[src/qadc_pkg.sv]
// Constants, register map and types of the quad converter configuration block
package qadc_pkg;
  // Converter shape
  localparam int NUM_CHAN = 4;
  localparam int RES_BITS = 11;
  localparam int HALF_BITS = 6;
  localparam int WORD_BITS = NUM_CHAN * RES_BITS;
  localparam int LANE_BITS = NUM_CHAN * HALF_BITS;
  // Latency in sample clocks
  localparam int LATENCY_CYC = 10;
  // Serial frame: read flag, eight address bits, eight data bits
  localparam int FRAME_BITS = 17;
  localparam logic [4:0] FRAME_LAST = 5'h11;
  localparam logic [4:0] ADDR_DONE = 5'h09;
  // Register offsets
  localparam logic [7:0] ADDR_SRC_SEL = 8'hEA;
  localparam logic [7:0] ADDR_PWR = 8'hFE;
  localparam logic [7:0] ADDR_TRIM14 = 8'h4A;
  localparam logic [7:0] ADDR_TRIM15 = 8'h62;
  localparam logic [7:0] ADDR_TRIM16 = 8'h92;
  localparam logic [7:0] ADDR_TRIM17 = 8'h7A;
  localparam logic [7:0] ADDR_ENH_DIS = 8'hE9;
  // Field positions
  localparam int SRC_SEL_BIT = 7;
  localparam int TRIM_BIT = 0;
  localparam int ENH_DIS_BIT = 0;
  localparam int PWR_D_BIT = 3;
  localparam int PWR_C_BIT = 2;
  localparam int PWR_B_BIT = 1;
  localparam int PWR_A_BIT = 0;
  // Reset values
  localparam logic [7:0] REG_RESET = 8'h00;
  // Serial slave states
  typedef enum logic [2:0] {
    QADC_S_IDLE = 3'b001,
    QADC_S_SHIFT = 3'b010,
    QADC_S_DONE = 3'b100
  } qadc_spi_state_t;
endpackage : qadc_pkg

[src/qadc_reg_if.sv]
// Register access interface between the serial slave and the register bank
`timescale 1ns/1ps
interface qadc_reg_if;
  logic wr; // One-cycle write strobe
  logic [7:0] addr; // Register offset
  logic [7:0] wdata; // Write data
  logic [7:0] rdata; // Read data for addr
  modport master (output wr, output addr, output wdata, input rdata);
  modport slave (input wr, input addr, input wdata, output rdata);
endinterface : qadc_reg_if

[src/qadc_top.sv]
// Quad converter configuration registers and output framing
`timescale 1ns/1ps
module qadc_top (
  // Clock and reset
  input wire logic clk_i,
  input wire logic nrst_i,
  // Serial configuration pins
  input wire logic sen_n_i,
  input wire logic sclk_i,
  input wire logic sdata_i,
  output logic sdout_o,
  output logic sdout_oe_o,
  // Enhancement select pin
  input wire logic enhance_select_pin_i,
  // Raw converter codes, offset binary, all channels
  input wire logic [qadc_pkg::WORD_BITS-1:0] core_code_i,
  // Analog control outputs
  output logic enhance_en_o,
  output logic [qadc_pkg::NUM_CHAN-1:0] power_off_o,
  output logic [3:0] low_clock_trim_group_o,
  // Double-rate output lanes
  output logic [qadc_pkg::LANE_BITS-1:0] dout_o,
  output logic dout_valid_o,
  output logic dout_phase_o,
  input wire logic rx_ready_i
);
  import qadc_pkg::*;

  qadc_reg_if rif ();

  // Serial slave
  qadc_spi u_spi (
    .clk_i(clk_i),
    .nrst_i(nrst_i),
    .sen_n_i(sen_n_i),
    .sclk_i(sclk_i),
    .sdata_i(sdata_i),
    .sdout_o(sdout_o),
    .sdout_oe_o(sdout_oe_o),
    .bus(rif.master)
  );

  // Register bank state
  logic [7:0] snr_control_source_select, next_src; // Override register
  logic [7:0] channel_power_down, next_pwr; // Power-down register
  logic [3:0] trim, next_trim; // Trim bits 14..17
  logic enh_dis, next_enh_dis; // Enhancement disable bit

  // Register write decode
  always_comb begin
    next_src = snr_control_source_select;
    next_pwr = channel_power_down;
    next_trim = trim;
    next_enh_dis = enh_dis;
    if (rif.wr) begin
      // Reserved bits of the source and power registers are stored as written; host keeps them zero
      case (rif.addr)
        ADDR_SRC_SEL: next_src = rif.wdata;
        ADDR_PWR: next_pwr = rif.wdata;
        ADDR_ENH_DIS: next_enh_dis = rif.wdata[ENH_DIS_BIT];
        ADDR_TRIM14: next_trim[0] = rif.wdata[TRIM_BIT];
        ADDR_TRIM15: next_trim[1] = rif.wdata[TRIM_BIT];
        ADDR_TRIM16: next_trim[2] = rif.wdata[TRIM_BIT];
        ADDR_TRIM17: next_trim[3] = rif.wdata[TRIM_BIT];
        // Unmapped offsets, including tuning ones, are ignored
        default: next_trim = trim;
      endcase
    end
  end

  // Register bank, zero after reset
  always_ff @(posedge clk_i) begin
    if (!nrst_i) begin
      snr_control_source_select <= REG_RESET;
      channel_power_down <= REG_RESET;
      trim <= 4'h0;
      enh_dis <= 1'b0;
    end else begin
      snr_control_source_select <= next_src;
      channel_power_down <= next_pwr;
      trim <= next_trim;
      enh_dis <= next_enh_dis;
    end
  end

  // Read mux; unmapped offsets read zero
  always_comb begin
    case (rif.addr)
      ADDR_SRC_SEL: rif.rdata = snr_control_source_select;
      ADDR_PWR: rif.rdata = channel_power_down;
      ADDR_ENH_DIS: rif.rdata = {7'h00, enh_dis};
      ADDR_TRIM14: rif.rdata = {7'h00, trim[0]};
      ADDR_TRIM15: rif.rdata = {7'h00, trim[1]};
      ADDR_TRIM16: rif.rdata = {7'h00, trim[2]};
      ADDR_TRIM17: rif.rdata = {7'h00, trim[3]};
      default: rif.rdata = 8'h00;
    endcase
  end

  // Enhancement source: pin unless override is set
  assign enhance_en_o = snr_control_source_select[SRC_SEL_BIT] ? ~enh_dis
                                                               : enhance_select_pin_i;
  // Channel order in power_off_o is A, B, C, D from bit 0
  assign power_off_o[3] = channel_power_down[PWR_D_BIT];
  assign power_off_o[2] = channel_power_down[PWR_C_BIT];
  assign power_off_o[1] = channel_power_down[PWR_B_BIT];
  assign power_off_o[0] = channel_power_down[PWR_A_BIT];
  assign low_clock_trim_group_o = trim;

  // Sample clock is half the system clock; one enable every second cycle
  logic samp_ph, next_samp_ph;
  logic samp_en;
  assign samp_en = ~samp_ph;

  // Captured word, two's complement, powered-down channels read zero
  logic [WORD_BITS-1:0] cap_word;
  genvar ch;
  generate
    for (ch = 0; ch < NUM_CHAN; ch++) begin : g_chan
      // Flip the top bit to turn offset binary into two's complement
      assign cap_word[ch*RES_BITS +: RES_BITS] = power_off_o[ch] ? '0
        : {~core_code_i[ch*RES_BITS+RES_BITS-1], core_code_i[ch*RES_BITS +: RES_BITS-1]};
    end
  endgenerate

  // Latency pipeline, one stage per sample clock
  logic [WORD_BITS-1:0] pipe [LATENCY_CYC];
  logic [WORD_BITS-1:0] next_pipe [LATENCY_CYC];
  logic [LATENCY_CYC-1:0] pvld, next_pvld;
  logic buf_in_ready;
  logic adv;
  // A full buffer freezes the pipeline so no word is lost
  assign adv = samp_en & buf_in_ready;

  // Pipeline advance
  always_comb begin
    next_samp_ph = ~samp_ph;
    next_pipe = pipe;
    next_pvld = pvld;
    if (adv) begin
      // All four channels captured on the same enable
      next_pipe[0] = cap_word;
      next_pvld[0] = 1'b1;
      for (int i = 1; i < LATENCY_CYC; i++) begin
        next_pipe[i] = pipe[i-1];
        next_pvld[i] = pvld[i-1];
      end
    end
  end

  always_ff @(posedge clk_i) begin
    if (!nrst_i) begin
      samp_ph <= 1'b0;
      pvld <= '0;
      for (int i = 0; i < LATENCY_CYC; i++) begin
        pipe[i] <= '0;
      end
    end else begin
      samp_ph <= next_samp_ph;
      pipe <= next_pipe;
      pvld <= next_pvld;
    end
  end

  // Buffer between pipeline and lanes
  logic buf_out_valid;
  logic buf_out_ready;
  logic [WORD_BITS-1:0] buf_out_data;
  qadc_buf u_buf (
    .clk_i(clk_i),
    .nrst_i(nrst_i),
    .in_valid_i(adv & pvld[LATENCY_CYC-1]),
    .in_ready_o(buf_in_ready),
    .in_data_i(pipe[LATENCY_CYC-1]),
    .out_valid_o(buf_out_valid),
    .out_ready_i(buf_out_ready),
    .out_data_o(buf_out_data)
  );

  // Double-rate serializer: phase 0 even bits, phase 1 odd bits
  logic [WORD_BITS-1:0] ser_word, next_ser_word;
  logic ser_busy, next_ser_busy; // Second half pending
  logic [LANE_BITS-1:0] lane, next_lane;
  logic lane_vld, next_lane_vld;
  logic lane_ph, next_lane_ph;
  logic [LANE_BITS-1:0] even_bits, odd_bits;
  logic [11:0] wpad [NUM_CHAN];
  logic [11:0] spad [NUM_CHAN];
  assign buf_out_ready = rx_ready_i & ~ser_busy;

  generate
    for (ch = 0; ch < NUM_CHAN; ch++) begin : g_lane
      assign wpad[ch] = {1'b0, buf_out_data[ch*RES_BITS +: RES_BITS]};
      assign spad[ch] = {1'b0, ser_word[ch*RES_BITS +: RES_BITS]};
      for (genvar b = 0; b < HALF_BITS; b++) begin : g_bit
        assign even_bits[ch*HALF_BITS+b] = wpad[ch][2*b];
        assign odd_bits[ch*HALF_BITS+b] = spad[ch][2*b+1];
      end
    end
  endgenerate

  // Serializer next state
  always_comb begin
    next_ser_word = ser_word;
    next_ser_busy = ser_busy;
    next_lane = lane;
    next_lane_vld = 1'b0;
    next_lane_ph = lane_ph;
    if (rx_ready_i) begin
      if (ser_busy) begin
        next_lane = odd_bits;
        next_lane_vld = 1'b1;
        next_lane_ph = 1'b1;
        next_ser_busy = 1'b0;
      end else if (buf_out_valid) begin
        next_lane = even_bits;
        next_lane_vld = 1'b1;
        next_lane_ph = 1'b0;
        next_ser_word = buf_out_data;
        next_ser_busy = 1'b1;
      end
    end
  end

  always_ff @(posedge clk_i) begin
    if (!nrst_i) begin
      ser_word <= '0;
      ser_busy <= 1'b0;
      lane <= '0;
      lane_vld <= 1'b0;
      lane_ph <= 1'b0;
    end else begin
      ser_word <= next_ser_word;
      ser_busy <= next_ser_busy;
      lane <= next_lane;
      lane_vld <= next_lane_vld;
      lane_ph <= next_lane_ph;
    end
  end

  assign dout_o = lane;
  assign dout_valid_o = lane_vld;
  assign dout_phase_o = lane_ph;
endmodule : qadc_top

[src/qadc_spi.sv]
// Serial configuration slave, sclk sampled on the system clock
`timescale 1ns/1ps
module qadc_spi (
  // Clock and reset
  input wire logic clk_i,
  input wire logic nrst_i,
  // Serial pins
  input wire logic sen_n_i,
  input wire logic sclk_i,
  input wire logic sdata_i,
  output logic sdout_o,
  output logic sdout_oe_o,
  // Register side
  qadc_reg_if.master bus
);
  import qadc_pkg::*;

  qadc_spi_state_t state, next_state; // Frame state
  logic sclk_q, next_sclk_q; // Previous sclk level
  logic [4:0] cnt, next_cnt; // Bits taken this frame
  logic [15:0] shreg, next_shreg; // Incoming bits
  logic rd, next_rd; // Frame is a read
  logic [7:0] addr, next_addr; // Latched address
  logic [7:0] rd_sh, next_rd_sh; // Outgoing read data
  logic sdout, next_sdout; // Read data pin
  logic rise, fall; // sclk edges

  assign rise = sclk_i & ~sclk_q;
  assign fall = ~sclk_i & sclk_q;

  // Next-state logic for the frame
  always_comb begin
    next_state = state;
    next_sclk_q = sclk_i;
    next_cnt = cnt;
    next_shreg = shreg;
    next_rd = rd;
    next_addr = addr;
    next_rd_sh = rd_sh;
    next_sdout = sdout;
    case (state)
      QADC_S_IDLE: begin
        next_cnt = 5'h00;
        if (!sen_n_i) begin
          next_state = QADC_S_SHIFT;
        end
      end
      QADC_S_SHIFT: begin
        if (sen_n_i) begin
          // Short frame is dropped, no write happens
          next_state = QADC_S_IDLE;
        end else if (rise) begin
          next_shreg = {shreg[14:0], sdata_i};
          next_cnt = cnt + 5'h01;
          if (cnt == 5'h00) begin
            next_rd = sdata_i;
          end
          if (cnt == ADDR_DONE - 5'h01) begin
            next_addr = {shreg[6:0], sdata_i};
          end
          if (cnt == FRAME_LAST - 5'h01) begin
            next_state = QADC_S_DONE;
          end
        end else if (fall && rd && cnt == ADDR_DONE) begin
          // First read bit leaves on the falling edge after the address
          next_sdout = bus.rdata[7];
          next_rd_sh = {bus.rdata[6:0], 1'b0};
        end else if (fall && rd && cnt > ADDR_DONE) begin
          next_sdout = rd_sh[7];
          next_rd_sh = {rd_sh[6:0], 1'b0};
        end
      end
      QADC_S_DONE: begin
        // Wait for sen to rise before the next frame
        if (sen_n_i) begin
          next_state = QADC_S_IDLE;
        end
      end
      default: begin
        next_state = QADC_S_IDLE;
      end
    endcase
  end

  // Frame registers
  always_ff @(posedge clk_i) begin
    if (!nrst_i) begin
      state <= QADC_S_IDLE;
      sclk_q <= 1'b0;
      cnt <= 5'h00;
      shreg <= 16'h0000;
      rd <= 1'b0;
      addr <= 8'h00;
      rd_sh <= 8'h00;
      sdout <= 1'b0;
    end else begin
      state <= next_state;
      sclk_q <= next_sclk_q;
      cnt <= next_cnt;
      shreg <= next_shreg;
      rd <= next_rd;
      addr <= next_addr;
      rd_sh <= next_rd_sh;
      sdout <= next_sdout;
    end
  end

  // Write strobe one cycle as the frame completes
  assign bus.wr = (state == QADC_S_SHIFT) && rise && !sen_n_i && (cnt == FRAME_LAST - 5'h01) && !rd;
  assign bus.addr = addr;
  assign bus.wdata = {shreg[6:0], sdata_i};
  assign sdout_o = sdout;
  assign sdout_oe_o = (state == QADC_S_SHIFT) && rd && (cnt >= ADDR_DONE) && !sen_n_i;
endmodule : qadc_spi

[src/qadc_buf.sv]
// Two-entry buffer with valid and ready on both sides
`timescale 1ns/1ps
module qadc_buf (
  // Clock and reset
  input wire logic clk_i,
  input wire logic nrst_i,
  // Filling side
  input wire logic in_valid_i,
  output logic in_ready_o,
  input wire logic [qadc_pkg::WORD_BITS-1:0] in_data_i,
  // Draining side
  output logic out_valid_o,
  input wire logic out_ready_i,
  output logic [qadc_pkg::WORD_BITS-1:0] out_data_o
);
  import qadc_pkg::*;

  logic [WORD_BITS-1:0] mem [2]; // Storage
  logic [WORD_BITS-1:0] next_mem [2];
  logic wp, next_wp; // Write index
  logic rp, next_rp; // Read index
  logic [1:0] cnt, next_cnt; // Entries held
  logic push, pop;

  assign in_ready_o = (cnt != 2'h2);
  assign out_valid_o = (cnt != 2'h0);
  assign out_data_o = mem[rp];
  assign push = in_valid_i & in_ready_o;
  assign pop = out_valid_o & out_ready_i;

  // Pointer and storage update
  always_comb begin
    next_mem = mem;
    next_wp = wp;
    next_rp = rp;
    next_cnt = cnt;
    if (push) begin
      next_mem[wp] = in_data_i;
      next_wp = ~wp;
    end
    if (pop) begin
      next_rp = ~rp;
    end
    if (push && !pop) begin
      next_cnt = cnt + 2'h1;
    end else if (pop && !push) begin
      next_cnt = cnt - 2'h1;
    end
  end

  always_ff @(posedge clk_i) begin
    if (!nrst_i) begin
      mem[0] <= '0;
      mem[1] <= '0;
      wp <= 1'b0;
      rp <= 1'b0;
      cnt <= 2'h0;
    end else begin
      mem <= next_mem;
      wp <= next_wp;
      rp <= next_rp;
      cnt <= next_cnt;
    end
  end
endmodule : qadc_buf

[config.mk]
export PLATFORM = sky130hd
export DESIGN_NAME = qadc_top
export DESIGN_NICKNAME = d
export VERILOG_FILES = /design/src/qadc_pkg.sv /design/src/qadc_reg_if.sv /design/src/qadc_top.sv /design/src/qadc_spi.sv /design/src/qadc_buf.sv
export SDC_FILE = /design/constraint.sdc
export NUM_CORES = 1
export LEC_CHECK = 0
export BUFFER_PORTS_ARGS = -buffer_cell sky130_fd_sc_hd__buf_2
export CORE_UTILIZATION = 60
export CTS_CLUSTER_DIAMETER = 150
export DETAILED_ROUTE_END_ITERATION = 16
export PLACE_DENSITY_LB_ADDON = 0.08
export REMOVE_ABC_BUFFERS = 1
export SYNTH_ARGS = -nofsm -noshare
export SYNTH_HDL_FRONTEND = slang
export SYNTH_SLANG_ARGS = --single-unit
[constraint.sdc]
create_clock -name clk_i -period 3 [get_ports clk_i]
set_clock_uncertainty 0.15 [all_clocks]
set_input_delay 0.6 -clock clk_i [delete_from_list [all_inputs] [get_ports clk_i]]
set_output_delay 0.6 -clock clk_i [all_outputs]
set_load 0.01 [all_outputs]
# Word level (Yosys, flattened, before mapping)
# Index checks and enable logic that the tools add are counted.
dict set report classes {
  n_eq_ne 20
  n_div 0
  bitwise_logic 22
  multipliers 0
  shifts 0
  addsub 3
  muxes 34
  n_reduce_logical 39
  order_cmp 5
}
# op n
set op_table {}
lappend op_table {{two-way mux 44 bit} 4}
lappend op_table {{bitwise mux 88 bit} 1}
lappend op_table {{one-hot mux 8 bit (7 select lines)} 1}
lappend op_table {{two-way mux 24 bit} 2}
lappend op_table {{demux 44 bit (select 1 bit)} 1}
lappend op_table {{two-way mux 11 bit} 4}
lappend op_table {{== test 8 bit, second input constant} 4}
lappend op_table {{== test 8 x 7 -> 1 bit, second input constant} 3}
lappend op_table {{AND reduction 2 bit} 9}
lappend op_table {{two-way mux 8 bit} 2}
lappend op_table {{AND reduction 4 bit} 4}
lappend op_table {{two-way mux 3 bit} 5}
lappend op_table {{logical AND 1 bit} 13}
lappend op_table {{NOT 1 bit} 13}
lappend op_table {{== test 5 x 4 -> 1 bit, second input constant} 2}
lappend op_table {{two-way mux 5 bit} 2}
lappend op_table {{one-hot mux 5 bit (2 select lines)} 1}
lappend op_table {{nonzero test 2 bit} 5}
lappend op_table {{one-hot mux 3 bit (3 select lines)} 1}
lappend op_table {{AND reduction 3 bit} 3}
lappend op_table {{two-way mux 1 bit} 8}
lappend op_table {{inequality test 2 bit, second input constant} 4}
lappend op_table {{AND 1 bit} 7}
lappend op_table {{inequality test 3 x 2 -> 1 bit, second input constant} 2}
lappend op_table {{other kinds (16)} 22}
dict set report totals {
  regBits 668
  n_memories 0
  latchBits 0
  input_bits 51
  output_inout_bits 37
  ramBits 0
  romBits 0
}

# Logic depth before layout (Yosys ltp)
dict set report depth {
  depth_word 8
  depth_mapped 9
  ltp_nobuf 7
}

# Hierarchy
# A second synthesis with hierarchy kept.
dict set report hier_totals {
  cells_unflattened 2850
  hier_area_um2 25227.9
}
# mod n_inst area_per_inst_um2 cells_per_inst
set by_module_without_submodules {}
lappend by_module_without_submodules {qadc_top 1 19611.3 2279}
lappend by_module_without_submodules {qadc_buf 1 4092.7 403}
lappend by_module_without_submodules {qadc_spi 1 1524.0 168}

# Worst setup path before layout
# No wires, ideal clock.
dict set report synth_timing {
  path_kind {in2reg}
  from {input port rx_ready_i}
  to {register u_buf.cnt[1]}
  slack_ns 0.536
  stages 7
  arrival_ns 2.243
  cell_sequence {o21ai_0 nor2_1 clkbuf_1 inv_1 ha_1 or3_1 a21oi_1}
}
dict set report synth_between {
  elab_chain_cells 5
  word_cells_on_any_way 7
  cone_classes {mux: 1; bitwise: 2; reduce/logical: 4}
}
# item line_no
set synth_rtl {}
lappend synth_rtl {{start, declared} qadc_top.sv:25} ;# input wire logic rx_ready_i
lappend synth_rtl {{AND 1 bit *} qadc_top.sv:189} ;# assign buf_out_ready = rx_ready_i & ~ser_busy;
lappend synth_rtl {{AND 1 bit *} qadc_buf.sv:29} ;# assign pop = out_valid_o & out_ready_i;
lappend synth_rtl {{zero test 1 bit} qadc_buf.sv:44} ;# if (push && !pop) begin
lappend synth_rtl {{logical AND 1 bit} qadc_buf.sv:44}
lappend synth_rtl {{two-way mux 2 bit or nonzero test 2 bit (tied branches)} --}
lappend synth_rtl {{end signal, assigned} qadc_buf.sv:62} ;# cnt <= next_cnt;
lappend synth_rtl {{end, declared} qadc_buf.sv:22} ;# logic [1:0] cnt, next_cnt;
# Mark *: on every way between the ends. The rest lies on a longest branch, timed or not.
# A chain may end at the register's enable or synchronous reset.

# Worst setup path after layout
dict set report layout_timing {
  from {register u_spi.state[2]}
  to {output port sdout_oe_o}
}
dict set report layout_between {
  elab_chain_cells 4
}
# item line_no
set layout_rtl {}
lappend layout_rtl {{start, declared} qadc_spi.sv:18} ;# qadc_spi_state_t state, next_state;
lappend layout_rtl {{start signal, assigned} qadc_spi.sv:97} ;# state <= next_state;
lappend layout_rtl {{== test 3 x 2 -> 1 bit} qadc_spi.sv:113} ;# assign sdout_oe_o = (state == QADC_S_SHIFT) && rd && (cnt >= ADDR_DONE) && !sen_n_i;
lappend layout_rtl {{logical AND 1 bit (3 in series)} qadc_spi.sv:113}
lappend layout_rtl {{end, declared} qadc_top.sv:12} ;# output logic sdout_oe_o,
# Every way passes these cells.

==> impl_results.html <==
<table>
<tr><th>Metric</th><th>Value</th></tr>
<tr><th colspan="2">Synthesis</th></tr>
<tr><td>Number of distinct library cells after synthesis</td><td>51</td></tr>
<tr><td>Ys flop type</td><td>sky130_fd_sc_hd__dfxtp_1</td></tr>
<tr><td>Register area share after synthesis</td><td>55.2%</td></tr>
<tr><td>Average cell area after synthesis</td><td>8.01 µm²</td></tr>
<tr><td>Post-synth EDFFs</td><td>0</td></tr>
<tr><td>Cells after Synth</td><td>2916</td></tr>
<tr><td>Number of warnings printed during yosys synthesis</td><td>0</td></tr>
<tr><td>Ys async rst share</td><td>0%</td></tr>
<tr><td>Flop and latch count out of synthesis</td><td>644</td></tr>
<tr><td>Post-synthesis cell area</td><td>roughly 23000 µm²</td></tr>
<tr><th colspan="2">Setup path</th></tr>
<tr><td>Buffers plus inverters on the worst setup path</td><td>1</td></tr>
<tr><td>Maximum single-stage delay on the critical path</td><td>0.58 ns</td></tr>
<tr><td>Type of element capturing the critical path</td><td>output port</td></tr>
<tr><td>Data required time at the worst endpoint</td><td>2.25 ns</td></tr>
<tr><td>Library cell contributing the largest single delay on the critical path</td><td>sky130_fd_sc_hd__or4b_4</td></tr>
<tr><td>Kind of start point of the critical path</td><td>flop</td></tr>
<tr><td>R2r setup slk</td><td>0.56 ns</td></tr>
<tr><td>Max Fanout on Critical Path</td><td>8</td></tr>
<tr><td>Cells along the critical path</td><td>or4b_4 &gt; a211oi_2 &gt; buf_2</td></tr>
<tr><td>R2r startpoint</td><td>u_spi.state[2]</td></tr>
<tr><td>Path type of the worst setup path</td><td>flop to output port</td></tr>
<tr><td>Cell family contributing the most delay on the critical path</td><td>simple AND/OR/NAND/NOR gates</td></tr>
<tr><td>Critical Path Start</td><td>u_spi.state[2]</td></tr>
<tr><td>Arrival time of the worst setup path</td><td>1.98 ns</td></tr>
<tr><th colspan="2">Global route</th></tr>
<tr><td>Remaining global-route overflow</td><td>0</td></tr>
<tr><td>Largest net degree at the start of global routing</td><td>approximately 140</td></tr>
<tr><td>Overall routing resource usage</td><td>a little under a quarter</td></tr>
<tr><td>Vias in the first global route</td><td>17.0k</td></tr>
<tr><td>Initial antenna violation count</td><td>1</td></tr>
<tr><td>First-pass GRT wire length</td><td>~79 mm</td></tr>
<tr><th colspan="2">CTS</th></tr>
<tr><td>Number of levels in the clock H-tree</td><td>3</td></tr>
<tr><td>Total number of clock tree sinks</td><td>644</td></tr>
<tr><td>Buffer type at the clock tree root</td><td>sky130_fd_sc_hd__clkbuf_16</td></tr>
<tr><td>Hold-fix buffer count after cts</td><td>0</td></tr>
<tr><td>CTS tree</td><td>yes</td></tr>
<tr><td>Post-CTS Setup Bufs</td><td>0</td></tr>
<tr><td>Bufs on Longest Clock Path</td><td>3</td></tr>
<tr><td>Gates resized, CTS repair</td><td>0</td></tr>
<tr><td>Register clock-pin slew on the reported worst setup and hold paths</td><td>0.06 ns</td></tr>
<tr><td>Clock insertion delay at the later pin of the skew report</td><td>~0.57 ns</td></tr>
<tr><td>TritonCTS Buffers</td><td>66</td></tr>
<tr><th colspan="2">Final layout</th></tr>
<tr><td>Diodes inserted</td><td>0</td></tr>
<tr><td>Layout Nets</td><td>2938</td></tr>
<tr><td>Area added between synthesis and finish</td><td>12.7%</td></tr>
<tr><td>Final core utilization</td><td>between 60% and 70%</td></tr>
<tr><td>Ratio of cells with drive above 1 in the final layout</td><td>8.42%</td></tr>
<tr><td>Number of cells in the finished layout apart from fillers</td><td>3446</td></tr>
<tr><th colspan="2">Timing</th></tr>
<tr><td>Total setup violations reported at the end of the flow</td><td>0</td></tr>
<tr><td>Period utilization</td><td>91.1%</td></tr>
<tr><td>Tightest Pin Transition</td><td>0.830 ns</td></tr>
<tr><td>Worst hold margin</td><td>0.0869 ns</td></tr>
<tr><td>Unrepaired setup endpoints after global routing</td><td>no</td></tr>
<tr><td>Max-slew violation count</td><td>0</td></tr>
<tr><td>Worst slew margin</td><td>43.3%</td></tr>
<tr><td>Highest clock rate</td><td>366 MHz</td></tr>
<tr><td>Final Hold Fails</td><td>0</td></tr>
<tr><td>Final worst slack</td><td>0.268 ns</td></tr>
<tr><td>Final worst path period need</td><td>2.73 ns</td></tr>
<tr><th colspan="2">Power</th></tr>
<tr><td>Power consumption</td><td>18.4 mW</td></tr>
<tr><td>Power density over the cells</td><td>between 600 and 700 nW/µm²</td></tr>
<tr><td>VDD IR max</td><td>0.000548 V</td></tr>
<tr><td>Total leakage power</td><td>8.97 nW</td></tr>
<tr><th colspan="2">Route</th></tr>
<tr><td>Detailed router's first-iteration violation count</td><td>1131</td></tr>
<tr><td>Vias per inst</td><td>5.38</td></tr>
<tr><td># DRC</td><td>0</td></tr>
<tr><td>Post-detailed-route wirelength per cell</td><td>13.7 µm</td></tr>
<tr><td>Number of search-and-repair iterations in the first detailed-routing pass</td><td>5</td></tr>
<tr><td>Overall routed net length</td><td>47.3 mm</td></tr>
<tr><td>Routed Antenna Nets</td><td>0</td></tr>
<tr><td>Number of vias in the routed layout</td><td>18.5k</td></tr>
<tr><th colspan="2">Placed design</th></tr>
<tr><td>Number of port buffers</td><td>87</td></tr>
<tr><td>Placed cells</td><td>3326</td></tr>
<tr><td>Setup WS pre-CTS</td><td>between 0.2 and 0.3 ns</td></tr>
<tr><td>Global placement routability congestion</td><td>about 0.74</td></tr>
<tr><td>Half-perimeter wire length of the detailed placement result</td><td>26.5 mm</td></tr>
<tr><th colspan="2">Worst hold path</th></tr>
<tr><td>Kind of path behind the tightest hold check</td><td>input pin to flop</td></tr>
<tr><td>Worst hold start</td><td>sen_n_i</td></tr>
<tr><th colspan="2">Floorplanning</th></tr>
<tr><td>Top-level port count</td><td>88</td></tr>
<tr><td>Num rows</td><td>71</td></tr>
<tr><td>Starting Density</td><td>61.4%</td></tr>
<tr><td>Core Footprint</td><td>about 38000 µm²</td></tr>
<tr><td>Vert. Die Dim</td><td>199 µm</td></tr>
<tr><td>Die area</td><td>39700 µm²</td></tr>
<tr><td>DIE WIDTH</td><td>between 150 and 200 µm</td></tr>
<tr><th colspan="2">Job</th></tr>
<tr><td>Max-cap check violation count</td><td>0</td></tr>
<tr><th colspan="2">Run status</th></tr>
<tr><td>Run status</td><td>finished, final reports clean</td></tr>
</table>
-- cells in the mapped netlist, types with 2 or more instances --
master	n	area, µm²
sky130_fd_sc_hd__nand2_1	1111	4170
sky130_fd_sc_hd__dfxtp_1	644	12900
sky130_fd_sc_hd__a21oi_1	572	2860
sky130_fd_sc_hd__clkbuf_1	213	800
sky130_fd_sc_hd__nor2_1	84	315
sky130_fd_sc_hd__mux2i_1	73	731
sky130_fd_sc_hd__nand3b_1	44	330
sky130_fd_sc_hd__o21ai_0	25	125
sky130_fd_sc_hd__a211oi_1	20	150
sky130_fd_sc_hd__inv_1	10	37.5
sky130_fd_sc_hd__nand3_1	10	50.1
sky130_fd_sc_hd__nand2b_1	9	56.3
sky130_fd_sc_hd__a32oi_1	7	61.3
sky130_fd_sc_hd__o211a_1	7	70.1
sky130_fd_sc_hd__o211ai_1	7	52.6
sky130_fd_sc_hd__nor3_1	6	30.0
sky130_fd_sc_hd__a22oi_1	5	37.5
sky130_fd_sc_hd__buf_2	5	25.0
sky130_fd_sc_hd__buf_4	4	30.0
sky130_fd_sc_hd__ha_1	4	50.1
sky130_fd_sc_hd__mux2_2	4	45.0
sky130_fd_sc_hd__xnor2_1	4	35.0
sky130_fd_sc_hd__a2111oi_0	3	26.3
sky130_fd_sc_hd__and2_1	3	18.8
sky130_fd_sc_hd__and3_1	3	18.8
sky130_fd_sc_hd__buf_1	3	11.3
sky130_fd_sc_hd__nand4_1	3	18.8
sky130_fd_sc_hd__nor4_1	3	18.8
sky130_fd_sc_hd__or3_1	3	18.8
sky130_fd_sc_hd__xor2_1	3	26.3
sky130_fd_sc_hd__nor3b_1	2	15.0
sky130_fd_sc_hd__o2111ai_1	2	17.5
sky130_fd_sc_hd__or4b_2	2	20.0
-- layer usage --
| metal | vias up | GRT usage (%) | part of all wire [%] |
|---|---|---|---|
| met5 | - | 0 | 0 |
| met3 | 69 | 3.31 | 3.8 |
| met4 | 0 | 7.44 | 2.0 |
| met2 | 288 | 42.0 | 48 |
| li1 | 9487 | - | - |
| met1 | 8703 | 30.2 | 46 |
-- worst register-to-register path, stage by stage (launching register included) --
cell and delay (ns):
sky130_fd_sc_hd__dfxtp_1 0.37, sky130_fd_sc_hd__or4b_4 0.59, sky130_fd_sc_hd__or2_1 0.38, sky130_fd_sc_hd__nor3_4 0.51, sky130_fd_sc_hd__mux2i_1 0.24, sky130_fd_sc_hd__nor2_1 0.06
-- final timing paths --
kind | to | cells after the start
worst min register to register | pipe[219] | 2
worst min-delay path | u_spi.state[1] | 2
worst max-delay path | sdout_oe_o | 3
worst max register to register | u_spi.bus.addr[5] | 5
-- through the flow --
stage	setup TNS (ns)	cell area [µm²]
final	0	26300
after global routing	0	26300
after CTS	0	26300
after detailed placement	0	24100
after global placement	0	24100
after floorplan	-8615.75	22500
-- power breakdown --
group,internal [mW],switching (mW)
Clock,4.98,3.21
Sequential,8.75,0.134
Combinational,0.350,0.975
-- logic make-up after synthesis --
logic type | count (synthesis) | synth area share, %
simple gates | 1294 | 22.2
compound gates | 654 | 14.8
flops | 644 | 55.2
buf+inv | 236 | 3.92
mux | 77 | 3.32
xor+xnor | 7 | 0.263
fa+ha+maj | 4 | 0.214
-- layout by cell type, fill, tap and decap left out, types with 5 or more instances in the layout --
master	netlist	final
sky130_fd_sc_hd__clkbuf_16	0	71
sky130_fd_sc_hd__nor3_1	6	6
sky130_fd_sc_hd__inv_1	10	9
sky130_fd_sc_hd__nand2_1	1111	1111
sky130_fd_sc_hd__clkbuf_1	213	18
sky130_fd_sc_hd__nand2b_1	9	9
sky130_fd_sc_hd__buf_12	0	17
sky130_fd_sc_hd__o21ai_0	25	25
sky130_fd_sc_hd__a22oi_1	5	5
sky130_fd_sc_hd__nor2_1	84	83
sky130_fd_sc_hd__buf_4	4	21
sky130_fd_sc_hd__a21oi_1	572	571
sky130_fd_sc_hd__mux2i_1	73	73
sky130_fd_sc_hd__clkinv_2	0	9
sky130_fd_sc_hd__o211ai_1	7	7
sky130_fd_sc_hd__dfxtp_1	644	642
sky130_fd_sc_hd__clkbuf_8	0	16
sky130_fd_sc_hd__o211a_1	7	7
sky130_fd_sc_hd__a32oi_1	7	7
sky130_fd_sc_hd__buf_2	5	87
sky130_fd_sc_hd__nand3_1	10	9
sky130_fd_sc_hd__nand3b_1	44	44
sky130_fd_sc_hd__a211oi_1	20	20
-- state kept, by name, indices dropped and copies added (netlist names), 2 cells and up --
register / cells
snr_control_source_select: 8
u_spi.bus.addr: 8
pvld: 10
ser_word: 20
dout_o: 24
u_spi.rd_sh: 7
u_buf.cnt: 2
u_spi.shreg: 7
pipe: 440
channel_power_down: 8
u_spi.cnt: 5
u_spi.state: 3
u_buf.mem: 88
low_clock_trim_group_o: 4
-- final cells by class --
class,count,area [µm²]
multi-input cells,2036,9590
repair buffers,125,933
well taps,511,639
clock buffers,105,2060
clock inverters,15,158
fillers,3242,11700
inverters,10,45.0
flip-flops and latches,644,12900
(Power assumes the default switching activity.)
